<file path="src/core/sbg_pkg.sv">
// Constants, register map and types for the serial baud generator
// Contract
// - Source codes 0 to 7 pick main clock divided by 2^n, n = code + 1.
// - Source code 8 makes the external baud clock pin the prescaler source; here the pin bypasses the prescaler and is used in UART mode only.
// - UART bit rate from main clock is main clock / (2^(n+1) * 8).
// - UART bit rate from the external pin is its frequency / 16.
// - 3-wire internal serial clock is main clock / 2^(n+1).
// - External 3-wire serial clock ignores the baud source setting.
// - Three modes only: operation stop, UART, 3-wire synchronous.
// - Operation stop does no transfer; shared pins return to port use.
// - Operation stop decided jointly by serial and async mode registers.
// - Serial mode bit 7 enables 3-wire operation.
// - Reset clears baud source and serial mode registers to 00H.
package sbg_pkg;

    // Register indices; byte address is four times the index
    localparam logic [15:0] SBG_IDX_ASYNC  = 16'hff70;
    localparam logic [15:0] SBG_IDX_MODE   = 16'hff72;
    localparam logic [15:0] SBG_IDX_BAUD   = 16'hff73;
    localparam logic [15:0] SBG_IDX_STATUS = 16'hff74;

    localparam logic [31:0] SBG_ADDR_ASYNC  = {14'h0000, SBG_IDX_ASYNC, 2'b00};
    localparam logic [31:0] SBG_ADDR_MODE   = {14'h0000, SBG_IDX_MODE, 2'b00};
    localparam logic [31:0] SBG_ADDR_BAUD   = {14'h0000, SBG_IDX_BAUD, 2'b00};
    localparam logic [31:0] SBG_ADDR_STATUS = {14'h0000, SBG_IDX_STATUS, 2'b00};

    // Values after reset
    localparam logic [7:0] SBG_RST_ASYNC = 8'h00;
    localparam logic [7:0] SBG_RST_MODE  = 8'h00;
    localparam logic [7:0] SBG_RST_BAUD  = 8'h00;

    // Writable bit masks; other bits read as zero
    localparam logic [7:0] SBG_MASK_ASYNC = 8'hfc;
    localparam logic [7:0] SBG_MASK_MODE  = 8'hcf;
    localparam logic [7:0] SBG_MASK_BAUD  = 8'hf0;

    // Field positions
    localparam int SBG_BIT_TX_EN     = 7;
    localparam int SBG_BIT_RX_EN     = 6;
    localparam int SBG_BIT_3W_EN     = 7;
    localparam int SBG_BIT_CLK_INT   = 1;
    localparam int SBG_BIT_CLK_PHASE = 0;
    localparam int SBG_SRC_LSB       = 4;

    // Source codes
    localparam logic [3:0] SBG_CODE_MAX_INT = 4'h7;
    localparam logic [3:0] SBG_CODE_EXT     = 4'h8;

    // Prescaler and bit rate counts
    localparam int         SBG_PRE_W      = 8;
    localparam logic [3:0] SBG_UART_LAST  = 4'hf;

    // Operating modes, one-hot
    typedef enum logic [2:0] {
        SBG_ST_STOP = 3'b001,
        SBG_ST_UART = 3'b010,
        SBG_ST_3W   = 3'b100
    } sbg_mode_t;

endpackage

</file>
<file path="src/core/sbg_pin_sync.sv">
// Three-flop pin synchroniser with debounced level and edge pulses
`timescale 1ns/1ps
module sbg_pin_sync (
    input  wire logic core_clk_i,
    input  wire logic rst_i,
    input  wire logic pin_i,
    output logic      level_o,
    output logic      rise_o,
    output logic      fall_o
);

    logic meta_reg;
    logic s2_reg;
    logic s3_reg;

    // Chain; only s2 reads meta
    always_ff @(posedge core_clk_i) begin
        if (rst_i) begin
            meta_reg <= 1'b0;
            s2_reg   <= 1'b0;
            s3_reg   <= 1'b0;
        end else begin
            meta_reg <= pin_i;
            s2_reg   <= meta_reg;
            s3_reg   <= s2_reg;
        end
    end

    // Level moves only when stages two and three agree
    always_ff @(posedge core_clk_i) begin
        if (rst_i) begin
            level_o <= 1'b0;
            rise_o  <= 1'b0;
            fall_o  <= 1'b0;
        end else begin
            rise_o <= (s2_reg == s3_reg) && s3_reg && !level_o;
            fall_o <= (s2_reg == s3_reg) && !s3_reg && level_o;
            if (s2_reg == s3_reg) begin
                level_o <= s3_reg;
            end
        end
    end

endmodule

</file>
<file path="src/core/sbg_prescaler.sv">
// Power-of-two prescaler giving one enable pulse per 2^n core clocks
`timescale 1ns/1ps
module sbg_prescaler (
    input  wire logic       core_clk_i,
    input  wire logic       rst_i,
    input  wire logic       run_i,
    input  wire logic       restart_i,
    input  wire logic [2:0] code_i,
    output logic            tick_o
);

    logic [sbg_pkg::SBG_PRE_W-1:0] cnt_reg;
    logic [sbg_pkg::SBG_PRE_W-1:0] term;

    // Bit i takes part only when i <= code, so the span is 2^(code+1)
    genvar gi;
    generate
        for (gi = 0; gi < sbg_pkg::SBG_PRE_W; gi = gi + 1) begin : g_term
            assign term[gi] = cnt_reg[gi] | (3'(gi) > code_i);
        end
    endgenerate

    // Free-running counter; restart keeps the first period whole
    always_ff @(posedge core_clk_i) begin
        if (rst_i || restart_i || !run_i) begin
            cnt_reg <= '0;
            tick_o  <= 1'b0;
        end else begin
            cnt_reg <= cnt_reg + 1'b1;
            tick_o  <= &term;
        end
    end

endmodule

</file>
<file path="src/core/sbg_baud_gen.sv">
// Serial baud and serial clock generator with APB register access
//
// Implementation choice: the APB register port.
`timescale 1ns/1ps
module sbg_baud_gen (
    input  wire logic        core_clk_i,
    input  wire logic        rst_i,
    // APB slave
    input  wire logic [31:0] paddr_i,
    input  wire logic        psel_i,
    input  wire logic        penable_i,
    input  wire logic        pwrite_i,
    input  wire logic [31:0] pwdata_i,
    input  wire logic [3:0]  pstrb_i,
    output logic [31:0]      prdata_o,
    output logic             pready_o,
    output logic             pslverr_o,
    // Clock pins
    input  wire logic        ext_baud_clock_i,
    input  wire logic        sync_serial_clock_i,
    output logic             sync_serial_clock_o,
    output logic             sync_serial_clock_oe_o,
    // Timing to the shifters
    output logic             baud_x16_tick_o,
    output logic             baud_tick_o,
    output logic             sclk_rise_o,
    output logic             sclk_fall_o,
    // Mode to the shifters and pin muxes
    output logic             mode_stop_o,
    output logic             mode_uart_o,
    output logic             mode_three_wire_o,
    output logic             uart_tx_enable_o,
    output logic             uart_rx_enable_o,
    output logic             pins_serial_o
);

    // Registers
    logic [7:0] async_mode_control_reg;
    logic [7:0] serial_mode_control_reg;
    logic [7:0] baud_source_select_reg;

    // APB decode
    logic       setup_phase;
    logic       access_wr;
    logic       hit_async;
    logic       hit_mode;
    logic       hit_baud;
    logic       hit_status;
    logic       hit_any;
    logic [7:0] wbyte;

    // Mode
    sbg_pkg::sbg_mode_t mode_reg;
    sbg_pkg::sbg_mode_t mode_next;

    // Clock sourcing
    logic [3:0] source_code;
    logic       src_internal;
    logic       src_external;
    logic       three_wire_int_clk;
    logic       clk_phase;
    logic       pre_run;
    logic       pre_tick;
    logic       baud_write;
    logic       ext_level;
    logic       ext_rise;
    logic       sck_in_level;
    logic       sck_in_rise;
    logic       sck_in_fall;
    logic       x16_src;
    logic [3:0] bit_cnt_reg;
    logic       sck_reg;

    // Address decode; the byte address is four times the index
    assign hit_async  = (paddr_i == sbg_pkg::SBG_ADDR_ASYNC);
    assign hit_mode   = (paddr_i == sbg_pkg::SBG_ADDR_MODE);
    assign hit_baud   = (paddr_i == sbg_pkg::SBG_ADDR_BAUD);
    assign hit_status = (paddr_i == sbg_pkg::SBG_ADDR_STATUS);
    assign hit_any    = hit_async | hit_mode | hit_baud | hit_status;

    assign setup_phase = psel_i && !penable_i;
    assign access_wr   = psel_i && penable_i && pwrite_i && pstrb_i[0];
    assign wbyte       = pwdata_i[7:0];

    // Zero wait states: ready in every access cycle
    assign pready_o = psel_i && penable_i;

    // Read data and error captured in setup, stable through access
    always_ff @(posedge core_clk_i) begin
        if (rst_i) begin
            prdata_o  <= 32'h0000_0000;
            pslverr_o <= 1'b0;
        end else if (setup_phase) begin
            pslverr_o <= !hit_any;
            prdata_o  <= 32'h0000_0000;
            if (!pwrite_i) begin
                if (hit_async) begin
                    prdata_o[7:0] <= async_mode_control_reg;
                end else if (hit_mode) begin
                    prdata_o[7:0] <= serial_mode_control_reg;
                end else if (hit_baud) begin
                    prdata_o[7:0] <= baud_source_select_reg;
                end else if (hit_status) begin
                    prdata_o[7:0] <= {3'h0, sck_in_level, ext_level, mode_reg};
                end
            end
        end
    end

    // Asynchronous mode register; bits 1 and 0 stay zero
    always_ff @(posedge core_clk_i) begin
        if (rst_i) begin
            async_mode_control_reg <= sbg_pkg::SBG_RST_ASYNC;
        end else if (access_wr && hit_async) begin
            async_mode_control_reg <= wbyte & sbg_pkg::SBG_MASK_ASYNC;
        end
    end

    // Serial mode register; bits 5 and 4 are held at zero
    always_ff @(posedge core_clk_i) begin
        if (rst_i) begin
            serial_mode_control_reg <= sbg_pkg::SBG_RST_MODE;
        end else if (access_wr && hit_mode) begin
            serial_mode_control_reg <= wbyte & sbg_pkg::SBG_MASK_MODE;
        end
    end

    // Baud source register; low nibble reads zero
    always_ff @(posedge core_clk_i) begin
        if (rst_i) begin
            baud_source_select_reg <= sbg_pkg::SBG_RST_BAUD;
        end else if (access_wr && hit_baud) begin
            baud_source_select_reg <= wbyte & sbg_pkg::SBG_MASK_BAUD;
        end
    end

    // Write to the source restarts the dividers; mid-frame it breaks timing
    assign baud_write = access_wr && hit_baud;

    // Mode from both registers; 3-wire wins a prohibited overlap
    always_comb begin
        mode_next = sbg_pkg::SBG_ST_STOP;
        if (serial_mode_control_reg[sbg_pkg::SBG_BIT_3W_EN]) begin
            mode_next = sbg_pkg::SBG_ST_3W;
        end else if (async_mode_control_reg[sbg_pkg::SBG_BIT_TX_EN]
                     || async_mode_control_reg[sbg_pkg::SBG_BIT_RX_EN]) begin
            mode_next = sbg_pkg::SBG_ST_UART;
        end
    end

    // Registered mode state
    always_ff @(posedge core_clk_i) begin
        if (rst_i) begin
            mode_reg <= sbg_pkg::SBG_ST_STOP;
        end else begin
            case (mode_next)
                sbg_pkg::SBG_ST_STOP: mode_reg <= sbg_pkg::SBG_ST_STOP;
                sbg_pkg::SBG_ST_UART: mode_reg <= sbg_pkg::SBG_ST_UART;
                sbg_pkg::SBG_ST_3W:   mode_reg <= sbg_pkg::SBG_ST_3W;
                default:              mode_reg <= sbg_pkg::SBG_ST_STOP;
            endcase
        end
    end

    // Mode outputs; in stop the shared pins go back to port use
    assign mode_stop_o       = (mode_reg == sbg_pkg::SBG_ST_STOP);
    assign mode_uart_o       = (mode_reg == sbg_pkg::SBG_ST_UART);
    assign mode_three_wire_o = (mode_reg == sbg_pkg::SBG_ST_3W);
    assign pins_serial_o     = !mode_stop_o;
    assign uart_tx_enable_o  = mode_uart_o
                               && async_mode_control_reg[sbg_pkg::SBG_BIT_TX_EN];
    assign uart_rx_enable_o  = mode_uart_o
                               && async_mode_control_reg[sbg_pkg::SBG_BIT_RX_EN];

    // Source code decode; prohibited codes give no baud or internal serial clock
    assign source_code  = baud_source_select_reg[sbg_pkg::SBG_SRC_LSB +: 4];
    assign src_internal = (source_code <= sbg_pkg::SBG_CODE_MAX_INT);
    // External pin is honoured in UART mode only
    assign src_external = (source_code == sbg_pkg::SBG_CODE_EXT) && mode_uart_o;

    assign three_wire_int_clk = mode_three_wire_o
                                && serial_mode_control_reg[sbg_pkg::SBG_BIT_CLK_INT];
    assign clk_phase = serial_mode_control_reg[sbg_pkg::SBG_BIT_CLK_PHASE];

    // Prescaler idles in stop mode and on external clocks to save power
    assign pre_run = src_internal && (mode_uart_o || three_wire_int_clk);

    sbg_prescaler u_pre (
        .core_clk_i (core_clk_i),
        .rst_i      (rst_i),
        .run_i      (pre_run),
        .restart_i  (baud_write),
        .code_i     (source_code[2:0]),
        .tick_o     (pre_tick)
    );

    // External baud clock pin, filtered into core clock edges
    sbg_pin_sync u_ext_sync (
        .core_clk_i (core_clk_i),
        .rst_i      (rst_i),
        .pin_i      (ext_baud_clock_i),
        .level_o    (ext_level),
        .rise_o     (ext_rise),
        .fall_o     ()
    );

    // External 3-wire serial clock pin
    sbg_pin_sync u_sck_sync (
        .core_clk_i (core_clk_i),
        .rst_i      (rst_i),
        .pin_i      (sync_serial_clock_i),
        .level_o    (sck_in_level),
        .rise_o     (sck_in_rise),
        .fall_o     (sck_in_fall)
    );

    // Sixteen-times clock for the UART sampler
    always_comb begin
        x16_src = 1'b0;
        if (mode_uart_o) begin
            if (src_external) begin
                x16_src = ext_rise;
            end else if (src_internal) begin
                x16_src = pre_tick;
            end
        end
    end

    assign baud_x16_tick_o = x16_src;

    // Divide by 16 for the bit rate
    always_ff @(posedge core_clk_i) begin
        if (rst_i || !mode_uart_o || baud_write) begin
            bit_cnt_reg <= 4'h0;
            baud_tick_o <= 1'b0;
        end else begin
            baud_tick_o <= x16_src && (bit_cnt_reg == sbg_pkg::SBG_UART_LAST);
            if (x16_src) begin
                bit_cnt_reg <= bit_cnt_reg + 4'h1;
            end
        end
    end

    // Internal serial clock toggles per prescaler tick, halving it again
    always_ff @(posedge core_clk_i) begin
        if (rst_i) begin
            sck_reg <= 1'b1;
        end else if (!three_wire_int_clk || !src_internal) begin
            sck_reg <= !clk_phase; // idle level is the inverse of the phase bit
        end else if (pre_tick) begin
            sck_reg <= !sck_reg;
        end
    end

    // Shift edges: own clock when internal, pin edges when external
    always_ff @(posedge core_clk_i) begin
        if (rst_i) begin
            sclk_rise_o <= 1'b0;
            sclk_fall_o <= 1'b0;
        end else if (three_wire_int_clk) begin
            sclk_rise_o <= src_internal && pre_tick && !sck_reg;
            sclk_fall_o <= src_internal && pre_tick && sck_reg;
        end else begin
            // Source setting plays no part here
            sclk_rise_o <= mode_three_wire_o && sck_in_rise;
            sclk_fall_o <= mode_three_wire_o && sck_in_fall;
        end
    end

    // Drive the clock pin whenever 3-wire mode selects the internal clock
    assign sync_serial_clock_o    = sck_reg;
    assign sync_serial_clock_oe_o = three_wire_int_clk;

endmodule

</file>
<file path="config.mk">
export PLATFORM = sky130hd
export DESIGN_NAME = sbg_baud_gen
export DESIGN_NICKNAME = d
export VERILOG_FILES = /design/src/core/sbg_pkg.sv /design/src/core/sbg_pin_sync.sv /design/src/core/sbg_prescaler.sv /design/src/core/sbg_baud_gen.sv
export SDC_FILE = /design/constraint.sdc
export NUM_CORES = 1
export LEC_CHECK = 0
export ABC_CLOCK_PERIOD_IN_PS = 4100
export BUFFER_PORTS_ARGS = -buffer_cell sky130_fd_sc_hd__buf_2
export CAP_MARGIN = 10
export CORE_UTILIZATION = 51
export DETAILED_ROUTE_END_ITERATION = 8
export PLACE_DENSITY_LB_ADDON = 0.3
export SYNTH_ARGS = -nofsm -noshare
export SYNTH_HDL_FRONTEND = slang
export SYNTH_HIERARCHICAL = 1
export SYNTH_SLANG_ARGS = --single-unit
</file>
<file path="constraint.sdc">
create_clock -name core_clk_i -period 4.1 [get_ports core_clk_i]
set_input_delay 0.82 -clock core_clk_i [delete_from_list [all_inputs] [get_ports core_clk_i]]
set_output_delay 0.82 -clock core_clk_i [all_outputs]
set_load 0.005 [all_outputs]
</file>
==> flow_metrics.tcl <==
set metrics [dict create \
    routed.top_layer "met4" \
    die-area_um2 5820 \
    clk_latency_ns 0.30 \
    vias_per_cell 5.23 \
    final.setup.tns_ns 0 \
    syn-mean-instance-area_um2 8.88 \
    drv_cap 0 \
    setup_viol 0 \
    wl_met1_mm 2.68 \
    synth_area_um2 2820 \
    fin_ws_ns 1.24 \
    core_area_um2 5200 \
    fin_crit_sh_pct 69.8 \
    cts_sinks 56 \
    root_buffer "clkbuf_8" \
    h-tree-depth 2 \
    hold_start "u_ext_sync/meta_reg" \
    cts_tree "done" \
    cpPeakStageDelay_ns 0.55 \
    cts_setup_buffers 0 \
    rrSetupSlack_ns 2.09 \
    status "completed" \
    dieHeight_um 76.3 \
    fin_worst_skew_ns 0.0122 \
    rsz0062_at_grt "no" \
    nets 467 \
    start_util_pct 54.1 \
    ys_warn_count 6 \
    grt_pass1_wl_mm 9.92 \
    fillers 492 \
    min_path_type "reg -> reg" \
    cp-start-kind "primary input" \
    io_buffers 69 \
    clkSlewWorstSetupHoldPaths_ns 0.09 \
    hold_end "u_ext_sync/s2_reg" \
    whs_ns 0.445 \
    tightestPinTransition_ns 0.735 \
    period_minus_slack_ns 2.86 \
    post_drt_wl_per_cell_um 13.0 \
    power_density_nw_per_um2 285 \
    report.final.hold_viol_count 0 \
    antenna_found_initial 0 \
    vias 2388 \
    r2r_cells 8 \
    areaGrowthSynthToFinish_pct 14.6 \
    routabilityCongestion 0.842 \
    clock_path_buffers 2 \
    critPathRequiredTime_ns 4.30 \
    drt_iter0_markers 125 \
    crit_fanout 8 \
    drc 0 \
    place_ws_ns 0.923 \
    slew_headroom_pct 50.6 \
    peakVddDrop_v 0.000230 \
    drv_slew 0 \
    rows 26 \
    cts-buffers-inserted 5 \
    drtPass1Iterations 4 \
    postSynthCellCount 317 \
    post-route-util_pct 62.0 \
    grt_remaining_overflow 0 \
    hold_buffers 0 \
    die_w_um 76.3 \
    r2r-start "mode_reg[2]" \
    drive_above_1_share_pct 23.3 \
    wl_mm 5.93 \
    wl_met2_mm 2.90 \
    crit_arrival_ns 3.06 \
    ant_nets 0 \
    path_class "in -> reg" \
    endpoint_kind "register" \
    leakagePower_nw 1.34 \
    timing.rr.end "u_pre/tick_o" \
    worstHoldPathCells 1 \
    critPathSlowestCell "or4_4" \
    dp_hpwl_mm 4.56 \
    crit_chain "buf_2, or4_4, or3_1, nor3_4, nor2_1, nand2_1, a221oi_1, and3_1" \
    diodes 0 \
    dr_wl_met3_um 315 \
    boundaryPins 121 \
    timing.fmax_mhz 350 \
    cts_resized 0 \
    grt_max_degree 43 \
    grt_pass1_vias 2161 \
    grt_util_all_layers_pct 21.0 \
]
==> worst max-delay path by stage <==
stage / start / end / slack (ns) / cells past startpoint
floorplan: paddr_i[26] / u_pre/tick_o / 1.32 / 8
global route: paddr_i[26] / u_pre/tick_o / 1.09 / 8
finish: paddr_i[26] / u_pre/tick_o / 1.24 / 8
global placement: paddr_i[26] / u_pre/tick_o / 0.93 / 8
CTS: paddr_i[26] / u_pre/tick_o / 1.26 / 8
detailed placement: paddr_i[26] / u_pre/tick_o / 0.92 / 8
==> power by group <==
part	internal, W	switching, W	leakage (nW)
sequential	0.000547	0.00000171	0.452
combinational	0.0000286	0.0000338	0.840
clock	0.000138	0.000170	0.0445
total	0.000713	0.000206	1.34
==> area by class of cell <==
cell class	instances	area [um2]	share of cell area, %
inverter	15	56.3	1.75
clock buffer	7	86.3	2.68
tap	70	87.6	2.72
sequential	56	1120	34.8
timing repair buffer	70	353	10.9
multi-input combinational	238	1510	46.9
clock inverter	1	7.51	0.233
==> critical path: cells and delay by family <==
family,cells,cell delay (ns)
and+or+nand+nor,6,2.07
buffers and inverters,1,0.10
AOI/OAI and AO/OA,1,0.08
==> stage by stage <==
stage          instance area, um2  power, W  instances
3_5_place_dp                 3130  0.000623        449
2_1_floorplan                2900  0.000608        340
4_1_cts                      3230  0.000927        457
6_report                     3230  0.000919        457
5_1_grt                      3230  0.000963        457
3_3_place_gp                 3130  0.000621        449
==> per-layer routing <==
layer | up-vias | track usage [%]
met4 | 0 | 4.62
met3 | 4 | 3.71
met2 | 71 | 36.2
met5 | - | 0
met1 | 1098 | 27.3
li1 | 1215 | -
==> cell usage in the layout (no fill, tap or decap), types with 2 or more instances in the layout <==
cell type	count
o31ai_1	8
a211oi_1	4
dfxtp_1	56
nor4_1	3
a22oi_1	5
o211ai_1	2
a21oi_1	10
nor4b_1	2
and3_1	4
o21ai_0	11
a21o_1	2
nand3_1	13
nor3b_1	4
nor2b_1	4
and2_1	4
conb_1	24
or2_2	2
xnor2_1	2
and4b_1	2
nand4_1	11
inv_1	15
nor3_1	12
nand2b_1	17
mux2i_1	14
and2b_2	4
ha_1	6
nor2_1	22
xor2_1	6
buf_2	69
clkbuf_8	6
nand2_1	14
or3_1	7
nor4bb_1	2
Power figures use the tool's default switching activity.
